File: src/irq_pkg.sv
// Purpose: constants and types of the controller
// Assumes: plain strobe register port
// Notes:   indices are register port addresses
package irq_pkg;

    // ----------------------------------------------------------------
    // widths and counts
    // ----------------------------------------------------------------
    localparam int unsigned DATA_W  = 8;
    localparam int unsigned ADDR_W  = 4;
    localparam int unsigned REG_CNT = 9;
    localparam int unsigned PC_W    = 16;
    localparam int unsigned NUM_PRI = 15;
    localparam int unsigned NUM_GRP = 4;
    localparam int unsigned IDX_W   = 4;
    localparam int unsigned ARM_CYC = 2;

    // ----------------------------------------------------------------
    // register indices
    // ----------------------------------------------------------------
    localparam logic [ADDR_W-1:0] REG_EDGE  = 4'h0;
    localparam logic [ADDR_W-1:0] REG_CTRL0 = 4'h1;
    localparam logic [ADDR_W-1:0] REG_CTRL1 = 4'h2;
    localparam logic [ADDR_W-1:0] REG_CTRL2 = 4'h3;
    localparam logic [ADDR_W-1:0] REG_CTRL3 = 4'h4;
    localparam logic [ADDR_W-1:0] REG_GRP0  = 4'h5;
    localparam logic [ADDR_W-1:0] REG_GRP1  = 4'h6;
    localparam logic [ADDR_W-1:0] REG_GRP2  = 4'h7;
    localparam logic [ADDR_W-1:0] REG_GRP3  = 4'h8;

    // ----------------------------------------------------------------
    // implemented bits and reset values
    // ----------------------------------------------------------------
    localparam logic [DATA_W-1:0] MASK_EDGE    = 8'h0F;
    localparam logic [DATA_W-1:0] MASK_CTRL0   = 8'h7F;
    localparam logic [DATA_W-1:0] MASK_FULL    = 8'hFF;
    localparam logic [DATA_W-1:0] MASK_GRP2    = 8'h33;
    localparam logic [DATA_W-1:0] MASK_GRP2_EE = 8'h77;
    localparam logic [DATA_W-1:0] MASK_GRP3    = 8'h77;
    localparam logic [DATA_W-1:0] MASK_NONE    = 8'h00;
    localparam logic [DATA_W-1:0] RESET_VAL    = 8'h00;

    // ----------------------------------------------------------------
    // field positions
    // ----------------------------------------------------------------
    localparam int unsigned GLOBAL_EN_BIT = 0;
    localparam int unsigned PIN0_EDGE_LSB = 0;
    localparam int unsigned PIN1_EDGE_LSB = 2;

    // ----------------------------------------------------------------
    // types
    // ----------------------------------------------------------------
    typedef enum logic [1:0] {
        EDGE_OFF  = 2'h0,
        EDGE_RISE = 2'h1,
        EDGE_FALL = 2'h2,
        EDGE_BOTH = 2'h3
    } edge_mode_t;

    typedef enum logic [2:0] {
        ST_IDLE = 3'h1,
        ST_PUSH = 3'h2,
        ST_LOAD = 3'h4
    } ctrl_state_t;

    typedef logic [REG_CNT-1:0][DATA_W-1:0] reg_file_t;

    typedef struct packed {
        logic       usb;
        logic       card_op;
        logic       card_detect;
        logic       uart1;
        logic       uart0;
        logic       tb1;
        logic       tb0;
        logic       spi1;
        logic       spi0;
        logic [3:0] group0;
        logic [3:0] group1;
        logic [2:0] group2;
        logic [2:0] group3;
    } irq_events_t;

    typedef struct packed {
        logic [PC_W-1:0] next_pc;
        logic [PC_W-1:0] pop_pc;
        logic            stack_full;
        logic            return_from_interrupt;
    } core_in_t;

    typedef struct packed {
        logic            push;
        logic            pop;
        logic            pc_load;
        logic [PC_W-1:0] push_pc;
        logic [PC_W-1:0] pc_value;
    } core_out_t;

endpackage : irq_pkg

File: src/irq_flag_enable_ctrl.sv
// Purpose: interrupt flags, enables, edge select and vectoring
// Assumes: core signals on the same clock
// Notes:   lowest index wins; vector is base plus index times step
//
// Behaviour
// - pin one edge field 3:2: 00 off, 01 rise, 10 fall, 11 both.
// - pin zero edge field 1:0, same encoding.
// - unimplemented bits read zero, ignore writes.
// - global enable, control 0 bit 0, blocks all when zero.
// - an event sets its flag whatever the enable.
// - flag with enable clear stays set, no vector jump.
// - flag, enable and global enable set redirect to the vector.
// - a take first pushes the next instruction address.
// - then the program counter loads the source vector.
// - return pops the saved address into the program counter.
// - ctrl 0 flags pin0, usb, card op 6:4; enables 3:1.
// - ctrl 1 flags card detect, uart1, uart0, pin1 7:4; enables 3:0.
// - ctrl 2 flags timebase1, timebase0, group1, group0 7:4; enables 3:0.
// - ctrl 3 flags group3, group2, spi1, spi0 7:4; enables 3:0.
// - group 0: compact timer match flags 7:4, enables 3:0.
// - group 1: standard and periodic timer match flags 7:4, enables 3:0.
// - group 2 low voltage 5, i2c 4, enables 1:0; eeprom variant adds 6 and 2.
// - group 3 adc 6, comparator one 5, zero 4, enables 2:0.
// - service clears global enable; new flags still recorded.
// - no take while the stack is full.
// - any set flag raises wake.
//
// Local design decisions: the address-and-strobe port and the register offsets.
`timescale 1ns/1ps
`default_nettype none
module irq_flag_enable_ctrl #(
    parameter bit                      EEPROM_VARIANT = 1'b0,
    parameter logic [irq_pkg::PC_W-1:0] VEC_BASE      = 16'h0004,
    parameter logic [irq_pkg::PC_W-1:0] VEC_STEP      = 16'h0004
) (
    // clock and reset
    input  wire logic                         clk,
    input  wire logic                         nrst,
    // register port
    input  wire logic [irq_pkg::ADDR_W-1:0]   addr,
    input  wire logic [irq_pkg::DATA_W-1:0]   wdata,
    input  wire logic                         wr_en,
    input  wire logic                         rd_en,
    output logic      [irq_pkg::DATA_W-1:0]   rdata,
    // event sources
    input  wire logic [1:0]                   ext_pin,
    input  wire irq_pkg::irq_events_t         events,
    // core side
    input  wire irq_pkg::core_in_t            core_in,
    output irq_pkg::core_out_t                core_out,
    output logic                              wake
);

    // ----------------------------------------------------------------
    // elaboration checks
    // ----------------------------------------------------------------
    if (VEC_STEP == 16'h0000) begin : g_chk_step
        $error("vector step must be non-zero");
    end

    // ----------------------------------------------------------------
    // state
    // ----------------------------------------------------------------
    typedef struct packed {
        irq_pkg::reg_file_t             regs;
        logic [irq_pkg::NUM_GRP-1:0]    grp_any;
        irq_pkg::ctrl_state_t           state;
        logic [irq_pkg::IDX_W-1:0]      idx;
        irq_pkg::core_out_t             core;
        logic [irq_pkg::DATA_W-1:0]     rdata;
        logic                           wake;
    } top_state_t;

    top_state_t s_q;
    top_state_t s_d;

    logic [1:0]                  rst_sync_q;
    logic                        rst_n;
    logic [1:0]                  pin_pulse;
    logic [irq_pkg::NUM_PRI-1:0] pf;
    logic [irq_pkg::NUM_PRI-1:0] pend;
    logic [irq_pkg::NUM_PRI-1:0] pev;
    logic [irq_pkg::NUM_GRP-1:0] grp_set;
    logic                        take;
    logic [irq_pkg::IDX_W-1:0]   pick;

    // ----------------------------------------------------------------
    // reset release
    // ----------------------------------------------------------------
    always_ff @(posedge clk or negedge nrst) begin
        if (!nrst) begin
            rst_sync_q <= 2'h0;
        end else begin
            rst_sync_q <= {rst_sync_q[0], 1'b1};
        end
    end

    assign rst_n = rst_sync_q[1];

    // ----------------------------------------------------------------
    // helpers
    // ----------------------------------------------------------------
    // implemented bit masks
    function automatic logic [irq_pkg::DATA_W-1:0] wmask(
        input logic [irq_pkg::ADDR_W-1:0] a,
        input bit                         ee
    );
        case (a)
            irq_pkg::REG_EDGE:  return irq_pkg::MASK_EDGE;
            irq_pkg::REG_CTRL0: return irq_pkg::MASK_CTRL0;
            irq_pkg::REG_CTRL1: return irq_pkg::MASK_FULL;
            irq_pkg::REG_CTRL2: return irq_pkg::MASK_FULL;
            irq_pkg::REG_CTRL3: return irq_pkg::MASK_FULL;
            irq_pkg::REG_GRP0:  return irq_pkg::MASK_FULL;
            irq_pkg::REG_GRP1:  return irq_pkg::MASK_FULL;
            irq_pkg::REG_GRP2:  return ee ? irq_pkg::MASK_GRP2_EE : irq_pkg::MASK_GRP2;
            irq_pkg::REG_GRP3:  return irq_pkg::MASK_GRP3;
            default:            return irq_pkg::MASK_NONE;
        endcase
    endfunction : wmask

    function automatic logic [irq_pkg::NUM_PRI-1:0] pri_flags(input irq_pkg::reg_file_t r);
        return {r[irq_pkg::REG_CTRL3][7:4], r[irq_pkg::REG_CTRL2][7:4],
                r[irq_pkg::REG_CTRL1][7:4], r[irq_pkg::REG_CTRL0][6:4]};
    endfunction : pri_flags

    function automatic logic [irq_pkg::NUM_PRI-1:0] pri_enables(input irq_pkg::reg_file_t r);
        return {r[irq_pkg::REG_CTRL3][3:0], r[irq_pkg::REG_CTRL2][3:0],
                r[irq_pkg::REG_CTRL1][3:0], r[irq_pkg::REG_CTRL0][3:1]};
    endfunction : pri_enables

    function automatic irq_pkg::reg_file_t put_flags(
        input irq_pkg::reg_file_t          r,
        input logic [irq_pkg::NUM_PRI-1:0] v
    );
        irq_pkg::reg_file_t t;
        t = r;
        t[irq_pkg::REG_CTRL0][6:4] = v[2:0];
        t[irq_pkg::REG_CTRL1][7:4] = v[6:3];
        t[irq_pkg::REG_CTRL2][7:4] = v[10:7];
        t[irq_pkg::REG_CTRL3][7:4] = v[14:11];
        return t;
    endfunction : put_flags

    // lowest index wins
    function automatic logic [irq_pkg::IDX_W-1:0] first_set(
        input logic [irq_pkg::NUM_PRI-1:0] v
    );
        logic [irq_pkg::IDX_W-1:0] k;
        k = '0;
        for (int i = irq_pkg::NUM_PRI - 1; i >= 0; i--) begin
            if (v[i]) begin
                k = irq_pkg::IDX_W'(i);
            end
        end
        return k;
    endfunction : first_set

    // ----------------------------------------------------------------
    // external pins
    // ----------------------------------------------------------------
    pin_edge_detect u_pin0 (
        .clk   (clk),
        .rst_n (rst_n),
        .pin   (ext_pin[0]),
        .mode  (s_q.regs[irq_pkg::REG_EDGE][irq_pkg::PIN0_EDGE_LSB +: 2]),
        .pulse (pin_pulse[0])
    );

    pin_edge_detect u_pin1 (
        .clk   (clk),
        .rst_n (rst_n),
        .pin   (ext_pin[1]),
        .mode  (s_q.regs[irq_pkg::REG_EDGE][irq_pkg::PIN1_EDGE_LSB +: 2]),
        .pulse (pin_pulse[1])
    );

    // ----------------------------------------------------------------
    // arbitration
    // ----------------------------------------------------------------
    // enabled pending only
    assign pend = pri_flags(s_q.regs) & pri_enables(s_q.regs);
    assign pick = first_set(pend);
    assign take = (s_q.state == irq_pkg::ST_IDLE) & (|pend) & ~core_in.stack_full
                & s_q.regs[irq_pkg::REG_CTRL0][irq_pkg::GLOBAL_EN_BIT] & ~core_in.return_from_interrupt;

    // ----------------------------------------------------------------
    // next state
    // ----------------------------------------------------------------
    always_comb begin
        s_d       = s_q;
        s_d.core  = '0;
        s_d.rdata = '0;
        pf        = '0;
        pev       = '0;
        grp_set   = '0;

        if (rd_en) begin
            s_d.rdata = s_q.regs[addr] & wmask(addr, EEPROM_VARIANT);
        end

        if (wr_en && (addr < irq_pkg::ADDR_W'(irq_pkg::REG_CNT))) begin
            s_d.regs[addr] = wdata;
        end

        s_d.regs[irq_pkg::REG_GRP0][7:4] = s_d.regs[irq_pkg::REG_GRP0][7:4] | events.group0;
        s_d.regs[irq_pkg::REG_GRP1][7:4] = s_d.regs[irq_pkg::REG_GRP1][7:4] | events.group1;
        s_d.regs[irq_pkg::REG_GRP2][6:4] = s_d.regs[irq_pkg::REG_GRP2][6:4] | events.group2;
        s_d.regs[irq_pkg::REG_GRP3][6:4] = s_d.regs[irq_pkg::REG_GRP3][6:4] | events.group3;

        for (int i = 0; i < irq_pkg::REG_CNT; i++) begin
            s_d.regs[i] = s_d.regs[i] & wmask(irq_pkg::ADDR_W'(i), EEPROM_VARIANT);
        end

        // group flag on enabled sub flag
        for (int g = 0; g < irq_pkg::NUM_GRP; g++) begin
            s_d.grp_any[g] = |(s_d.regs[irq_pkg::REG_GRP0 + g][7:4]
                             & s_d.regs[irq_pkg::REG_GRP0 + g][3:0]);
        end
        grp_set = s_d.grp_any & ~s_q.grp_any;

        pev = {grp_set[3], grp_set[2], events.spi1, events.spi0,
               events.tb1, events.tb0, grp_set[1], grp_set[0],
               events.card_detect, events.uart1, events.uart0, pin_pulse[1],
               pin_pulse[0], events.usb, events.card_op};

        pf = pri_flags(s_d.regs);
        case (s_q.state)
            irq_pkg::ST_IDLE: begin
                if (take) begin
                    s_d.core.push    = 1'b1;
                    s_d.core.push_pc = core_in.next_pc;
                    s_d.idx          = pick;
                    s_d.state        = irq_pkg::ST_PUSH;
                    // service clears flag and global enable
                    pf[pick] = 1'b0;
                    s_d.regs[irq_pkg::REG_CTRL0][irq_pkg::GLOBAL_EN_BIT] = 1'b0;
                end else if (core_in.return_from_interrupt) begin
                    s_d.core.pop      = 1'b1;
                    s_d.core.pc_load  = 1'b1;
                    s_d.core.pc_value = core_in.pop_pc;
                end
            end
            irq_pkg::ST_PUSH: begin
                s_d.core.pc_load  = 1'b1;
                s_d.core.pc_value = VEC_BASE + irq_pkg::PC_W'(irq_pkg::PC_W'(s_q.idx) * VEC_STEP);
                s_d.state         = irq_pkg::ST_LOAD;
            end
            irq_pkg::ST_LOAD: begin
                s_d.state = irq_pkg::ST_IDLE;
            end
            default: begin
                s_d.state = irq_pkg::ST_IDLE;
            end
        endcase

        pf = pf | pev;
        s_d.regs = put_flags(s_d.regs, pf);

        s_d.wake = |pf;
        for (int i = 0; i < irq_pkg::NUM_GRP; i++) begin
            s_d.wake = s_d.wake | (|s_d.regs[irq_pkg::REG_GRP0 + i][7:4]);
        end
    end

    // ----------------------------------------------------------------
    // registers
    // ----------------------------------------------------------------
    always_ff @(posedge clk or negedge rst_n) begin
        if (!rst_n) begin
            s_q         <= '0;
            s_q.regs    <= {irq_pkg::REG_CNT{irq_pkg::RESET_VAL}};
            s_q.state   <= irq_pkg::ST_IDLE;
        end else begin
            s_q <= s_d;
        end
    end

    // ----------------------------------------------------------------
    // outputs
    // ----------------------------------------------------------------
    assign rdata    = s_q.rdata;
    assign core_out = s_q.core;
    assign wake     = s_q.wake;

endmodule : irq_flag_enable_ctrl
`default_nettype wire

File: src/pin_edge_detect.sv
// Purpose: pulse on the selected edge of one pin
// Assumes: pin is asynchronous to clk
// Notes:   edges ignored until the synchroniser refills
`timescale 1ns/1ps
`default_nettype none
module pin_edge_detect (
    // clock and reset
    input  wire logic       clk,
    input  wire logic       rst_n,
    // pin and mode
    input  wire logic       pin,
    input  wire logic [1:0] mode,
    // event
    output logic            pulse
);

    typedef struct packed {
        logic       s1;
        logic       s2;
        logic       prev;
        logic [1:0] arm;
        logic       pulse;
    } edge_state_t;

    edge_state_t s_q;
    edge_state_t s_d;
    logic        rise;
    logic        fall;

    // ----------------------------------------------------------------
    // next state
    // ----------------------------------------------------------------
    always_comb begin
        s_d      = s_q;
        s_d.s1   = pin;
        s_d.s2   = s_q.s1;
        s_d.prev = s_q.s2;
        s_d.arm  = {s_q.arm[0], 1'b1};
        rise     = s_q.s2 & ~s_q.prev & s_q.arm[1];
        fall     = ~s_q.s2 & s_q.prev & s_q.arm[1];
        case (irq_pkg::edge_mode_t'(mode))
            irq_pkg::EDGE_OFF:  s_d.pulse = 1'b0;
            irq_pkg::EDGE_RISE: s_d.pulse = rise;
            irq_pkg::EDGE_FALL: s_d.pulse = fall;
            irq_pkg::EDGE_BOTH: s_d.pulse = rise | fall;
            default:            s_d.pulse = 1'b0;
        endcase
    end

    always_ff @(posedge clk or negedge rst_n) begin
        if (!rst_n) begin
            s_q <= '0;
        end else begin
            s_q <= s_d;
        end
    end

    assign pulse = s_q.pulse;

endmodule : pin_edge_detect
`default_nettype wire

File: config.mk
export PLATFORM = sky130hd
export DESIGN_NAME = irq_flag_enable_ctrl
export DESIGN_NICKNAME = d
export VERILOG_FILES = /design/src/irq_pkg.sv /design/src/irq_flag_enable_ctrl.sv /design/src/pin_edge_detect.sv
export SDC_FILE = /design/constraint.sdc
export NUM_CORES = 1
export LEC_CHECK = 0
export BUFFER_PORTS_ARGS = -buffer_cell sky130_fd_sc_hd__buf_2
export CAP_MARGIN = 20
export CORE_UTILIZATION = 45
export CTS_CLUSTER_DIAMETER = 80
export DETAILED_ROUTE_END_ITERATION = 10
export PLACE_DENSITY = 0.67
export REMOVE_ABC_BUFFERS = 1
export SYNTH_ARGS = -nofsm -noshare
export SYNTH_HDL_FRONTEND = slang
export SYNTH_SLANG_ARGS = --single-unit
File: constraint.sdc
create_clock -name clk -period 11.2 [get_ports clk]
set_clock_uncertainty 0.15 [all_clocks]
set_input_delay 1.68 -clock clk [delete_from_list [all_inputs] [get_ports clk]]
set_output_delay 1.68 -clock clk [all_outputs]
set_load 0.05 [all_outputs]
==> flow_summary.json, run 1 <==
{
  "drcViolationCount": 0,
  "synth_area_leaders": "dfrtp_1, buf_4, mux2_2",
  "final_cells": 801,
  "max_freq_mhz": 220,
  "wl_um": 15500,
  "viasPerCell": 5.60,
  "final_antenna_net_count": 0,
  "nets": 688,
  "hpwl_um": 11200,
  "min_period_ps": 4550,
  "avgSynthCellArea_um2": 11.5,
  "ys_seq_area_share_pct": 51.9,
  "synth_top_cell_area_share_pct": 51.4,
  "hold_viol_final": 0,
  "clkSinkCount": 128,
  "clockBufferDepth": 2,
  "fp-row-count": 42,
  "power.density_nw_per_um2": 190,
  "irDropWorstVdd_uv": 120,
  "cts.htree.levels": 4,
  "netlist_instances": 537,
  "die_height_um": 119,
  "multi_input_area_um2": 2520,
  "dieArea_um2": 14200,
  "via_count": 4484,
  "status": "completed",
  "min_delay_path_depth": 0,
  "post_cts_buffers": 0,
  "fillerInstances": 1176,
  "grt_pass1_wl_um": 24500,
  "rsz0062_at_grt": "no",
  "maxCapViolations": 0,
  "cellLeakagePower_nw": 3.40,
  "synth_common_cells": "dfrtp_1, buf_4, nand2_1",
  "first_pass_iters": 5,
  "clk_pin_slew_worst_paths_ps": 50,
  "port_buffers": 117,
  "wl_per_cell_um": 19.4,
  "die_w_um": 119,
  "hp-class": "reg2reg",
  "start_util_pct": 46.5,
  "tns_ps": 0,
  "io-pin-count": 119,
  "cp-end-kind": "register",
  "startpoint_type": "input pin",
  "crit_arrival_ps": 4660,
  "r2r-start": "s_q[48]",
  "whs_endpoint": "u_pin0.s_q[2]",
  "synthArstFlopShare_pct": 100,
  "ys.flop_type": "dfrtp_1",
  "synth_top_cell_by_area": "dfrtp_1",
  "cts_buffers": 17,
  "rrSetupSlack_ps": 7870,
  "holdBufCountCts": 0,
  "r2r_end": "wake",
  "grt_pass1_vias": 4446,
  "synth_edf_count": 0,
  "grt_use_total_pct": 23.2,
  "hold_start": "u_pin1.s_d[2]",
  "final.period_utilization_pct": 40.6,
  "place_inst": 769,
  "drive_above_1_share_pct": 32.8,
  "area.growth.synth_to_final_pct": 15.9,
  "path_class": "in2reg",
  "grt_max_degree": 70,
  "coreArea_um2": 13300,
  "finalSetupViolations": 0,
  "synth-seq-cells": 128,
  "max-slew-margin-rel_pct": 40.5,
  "crit_required_ps": 11310,
  "ff_latch_area_um2": 3210,
  "yosysWarningCount": 0,
  "drt_iter0_drc": 339,
  "antenna_found_initial": 0,
  "synth_most_common_cell": "dfrtp_1",
  "ctsResizeCount": 0,
  "rr_worst_depth": 7,
  "num_antenna_cells": 0,
  "clock_latency_ps": 420,
  "tightest_slew_ps": 892,
  "drv_slew": 0,
  "synth_area_um2": 6180,
  "synth.lib_cells_used.distinct": 69,
  "gp_congestion": 0.871,
  "cts_tree": "done",
  "root_buffer": "clkbuf_16",
  "gr-total-overflow": 0,
  "cp_max_fo": 30
}
[stage by stage]
stage          power, W  hold WS [ps]  setup slack, ps  utilization [%]  cell area, um^2
2_1_floorplan  0.000748           181             7220                -             5770
5_1_grt         0.00142           205             6520             53.8             7160
4_1_cts         0.00137           197             6710             53.8             7160
3_5_place_dp   0.000838           185             6280             49.5             6580
6_report        0.00136           196             6650             53.8             7160
3_3_place_gp   0.000829           182             6320             49.5             6580
[cells by family after synthesis]
logic type | synth area share (%)
xor gates and xnor gates | 0.284
muxes | 12.7
adders and majority gates | 0.203
other | 0.0607
and+or+nand+nor | 16.5
buffers and inverters | 7.37
DFF | 51.9
AOI/OAI and AO/OA | 11.0
[power breakdown]
group | switching (W) | internal [W]
clock network | 0.000188 | 0.000340
logic | 0.000158 | 0.000105
registers | 0.0000508 | 0.000520
[cell usage in the layout (no fill, tap or decap), types with 4 or more instances in the layout]
master / synthesis / final
clkbuf_16: 0 / 17
mux2i_1: 24 / 24
a211o_1: 11 / 11
a211oi_1: 5 / 5
a21o_1: 4 / 4
o21bai_1: 7 / 7
nand3_1: 8 / 8
and3_1: 14 / 14
nand2_1: 39 / 39
mux2_2: 29 / 29
nand4_1: 4 / 4
mux4_2: 8 / 8
nand3b_1: 8 / 8
and2_1: 32 / 32
nor2_1: 21 / 21
a31oi_1: 5 / 5
nor3_1: 12 / 12
buf_2: 4 / 117
nor4_1: 5 / 5
a21oi_1: 15 / 15
inv_1: 11 / 11
clkbuf_1: 11 / 5
o21ai_0: 15 / 15
dfrtp_1: 127 / 126
clkbuf_8: 0 / 6
a22o_1: 6 / 6
[how the worst max path moves through the flow]
stage	start	endpoint	slack [ps]	cells past startpoint
finish	addr[1]	wake	6650	8
global route	addr[1]	wake	6520	8
CTS	addr[1]	wake	6710	8
detailed placement	addr[1]	wake	6280	8
global placement	addr[1]	wake	6320	8
floorplan	rst_sync_q[1]	asynchronous set/reset pin	7220	0
[area by class of cell]
cell class / count / area share [%]
flip-flops and latches: 128 / 44.8
multi-input cells: 336 / 35.2
repair buffers: 118 / 8.29
clock buffers: 28 / 7.36
well taps: 176 / 3.08
clock inverters: 4 / 0.664
inverters: 11 / 0.577
[worst max-delay path: stages]
cell	delay, ps
buf_2	520
nor2b_1	560
nand3_1	570
mux2i_1	300
o21bai_1	100
or3_1	400
nor4_1	350
nand4_1	160
[layer usage]
metal | share of wire [%] | track usage (%)
met5 | 0 | 0
met4 | 1.3 | 7.20
met3 | 8.7 | 6.85
met2 | 49 | 36.5
met1 | 41 | 30.9
Note: power is estimated with default switching activity, not from simulation.
==> inputs of run 2 (changes only) <==
--- a/config.mk
+++ b/config.mk
@@ -5,6 +5,7 @@
 export SDC_FILE = /design/constraint.sdc
 export NUM_CORES = 1
 export LEC_CHECK = 0
+export ABC_AREA = 1
 export BUFFER_PORTS_ARGS = -buffer_cell sky130_fd_sc_hd__buf_2
 export CAP_MARGIN = 20
 export CORE_UTILIZATION = 45
==> constraint.sdc (replaced) <==
create_clock -name clk -period 4.3 [get_ports clk]
set_clock_uncertainty 0.15 [all_clocks]
set_input_delay 0.645 -clock clk [delete_from_list [all_inputs] [get_ports clk]]
set_output_delay 0.645 -clock clk [all_outputs]
set_load 0.05 [all_outputs]
==> run 2 against run 1 <==
Effect of this change: non-clock buffer count rose by 5; via count is 9.1% higher; global-route usage decreased by 0.44 points; largest cell class unchanged.
==> flow_summary.json, run 2 <==
{
  "hp-class": "in2reg",
  "synth_fa_ha_area_share_pct": 0.209,
  "tightest_slew_ps": 954,
  "grt_pass1_wl_um": 23900,
  "final.period_utilization_pct": 70.7,
  "cellLeakagePower_nw": 3.65,
  "final_common_cell": "nand2_1",
  "place_inst": 934,
  "synth_edf_count": 0,
  "synthSimpleGateAreaFrac_pct": 22.0,
  "via_count": 4892,
  "synth-seq-cells": 128,
  "avgSynthCellArea_um2": 8.57,
  "drt_iter0_drc": 362,
  "status": "completed",
  "clk_pin_slew_worst_paths_ps": 50,
  "multi_input_area_um2": 2070,
  "final_cells": 967,
  "die_height_um": 117,
  "port_buffers": 117,
  "dr_wl_met3_um": 959,
  "yosysWarningCount": 0,
  "tns_ps": 0,
  "final_antenna_net_count": 0,
  "post_cts_buffers": 0,
  "drcViolationCount": 0,
  "crit_required_ps": 4450,
  "first_pass_iters": 6,
  "cts.htree.levels": 4,
  "drive_above_1_share_pct": 22.3,
  "yosys.area_share.xor_xnor_pct": 0.146,
  "cp_max_fo": 14,
  "min_period_ps": 3040,
  "dieArea_um2": 13800,
  "worst_slack_ps": 1260,
  "max-slew-margin-rel_pct": 36.4,
  "drv_slew": 0,
  "root_buffer": "clkbuf_16",
  "synthArstFlopShare_pct": 100,
  "area.growth.synth_to_final_pct": 17.2,
  "ctsResizeCount": 0,
  "rsz0062_at_grt": "no",
  "io-pin-count": 119,
  "synth_top_cell_by_area": "dfrtp_1",
  "wl_um": 15000,
  "synth_common_cells": "nand2_1, dfrtp_1, inv_1",
  "synth_compound_area_share_pct": 12.0,
  "clkSinkCount": 128,
  "cp-end-kind": "register",
  "ys_seq_area_share_pct": 53.5,
  "grt_max_degree": 78,
  "synth_area_leaders": "dfrtp_1, nand2_1, buf_4",
  "synth.area.mux_share_pct": 0,
  "die_w_um": 117,
  "hold_viol_final": 0,
  "synth_most_common_cell": "nand2_1",
  "wl_met2_um": 7050,
  "coreArea_um2": 12800,
  "wl_met1_um": 6680,
  "synth.lib_cells_used.distinct": 41,
  "hpwl_um": 10900,
  "startpoint_type": "register",
  "grt_use_total_pct": 22.8,
  "ff_latch_area_um2": 3210,
  "gp_congestion": 0.907,
  "path_class": "reg2reg",
  "fp-row-count": 41,
  "routed.top_layer": "met4",
  "cts_tree": "done",
  "place_ws_ps": 1120,
  "maxCapViolations": 0,
  "layout_common_cells": "nand2_1, dfrtp_1, buf_2",
  "start_util_pct": 46.9,
  "crit_arrival_ps": 3190,
  "max_freq_mhz": 329,
  "clock_latency_ps": 420,
  "synth_top_family_by_area": "simple AND/OR/NAND/NOR gates",
  "antenna_found_initial": 0,
  "viasPerCell": 5.06,
  "ys.flop_type": "dfrtp_1",
  "wl_per_cell_um": 15.5,
  "clockBufferDepth": 2,
  "nets": 858,
  "power.density_nw_per_um2": 538,
  "synth_top_cell_area_share_pct": 53.1,
  "num_antenna_cells": 0,
  "gr-total-overflow": 0,
  "fillerInstances": 1174,
  "irDropWorstVdd_uv": 239,
  "netlist_instances": 699,
  "cts_buffers": 17,
  "synth_area_um2": 5990,
  "finalSetupViolations": 0,
  "grt_pass1_vias": 4598
}
==> run 2: stage by stage <==
stage	area [um^2]	hold WS, ps	total power, W	util [%]
5_1_grt	7020	169	0.00396	54.9
2_1_floorplan	5570	181	0.00211	-
6_report	7020	187	0.00377	54.9
4_1_cts	7020	169	0.00380	54.9
3_3_place_gp	6420	182	0.00235	50.2
3_5_place_dp	6420	187	0.00237	50.2
==> run 2: worst max-delay path, cell delays in order, from the launching register on <==
cell and delay [ps]:
dfstp_2 530, nand3_1 350, inv_2 160, nand2_1 90
inv_1 80, o21ai_1 130, nor4_2 480, nand4_1 210
a21oi_1 220, nand2_1 70, nor2_1 120, nand2_1 80
nor2_1 170, nand2_1 70
==> run 2: final timing paths <==
path | from | end | slack, ps | depth (start not counted)
worst max-delay path | s_q[48] | wake | 1260 | 13
worst min-delay path | ext_pin[0] | u_pin0.s_d[4] | 190 | 1
worst max register to register | s_q[48] | wake | 1260 | 13
worst min register to register | u_pin1.s_d[4] | u_pin1.s_d[3] | 200 | 0
max in group asynchronous | rst_sync_q[1] | s_q[125] | 2750 | 1
min in group asynchronous | rst_sync_q[1] | u_pin1.pulse | 340 | 0
==> run 2: logic make-up (layout without fill, tap and decap cells) <==
kind of cell	Yosys count	count (layout)
and+or+nand+nor	303	303
buffers and inverters	140	235
DFF	128	128
AOI/OAI and AO/OA	125	125
adders and majority gates	1	1
other	1	2
xor gates and xnor gates	1	1
==> run 2: layer usage <==
layer	up-vias	track usage, %
li1	2373	-
met1	2325	30.2
met2	175	35.6
met3	19	5.98
met4	0	8.93
met5	-	0
==> run 2: power by group <==
part           total [W]  switching, W  internal [W]
Combinational   0.000856      0.000625      0.000230
Clock            0.00141      0.000484      0.000926
Sequential       0.00151      0.000115       0.00139
Total            0.00377       0.00122       0.00255
==> run 2: timing repair <==
item / 4_1_cts / 5_1_grt
setup endpoints to repair: 0 / 0
hold endpoints to repair: 2 / 0
hold buffers: 1 / 0
==> run 2: final cells by class <==
| class | count | share of cell area [%] |
|---|---|---|
| well taps | 172 | 3.07 |
| inverters | 80 | 4.30 |
| flip-flops and latches | 128 | 45.7 |
| clock inverters | 6 | 1.14 |
| multi-input cells | 432 | 29.5 |
| clock buffers | 26 | 7.26 |
| repair buffers | 123 | 9.02 |
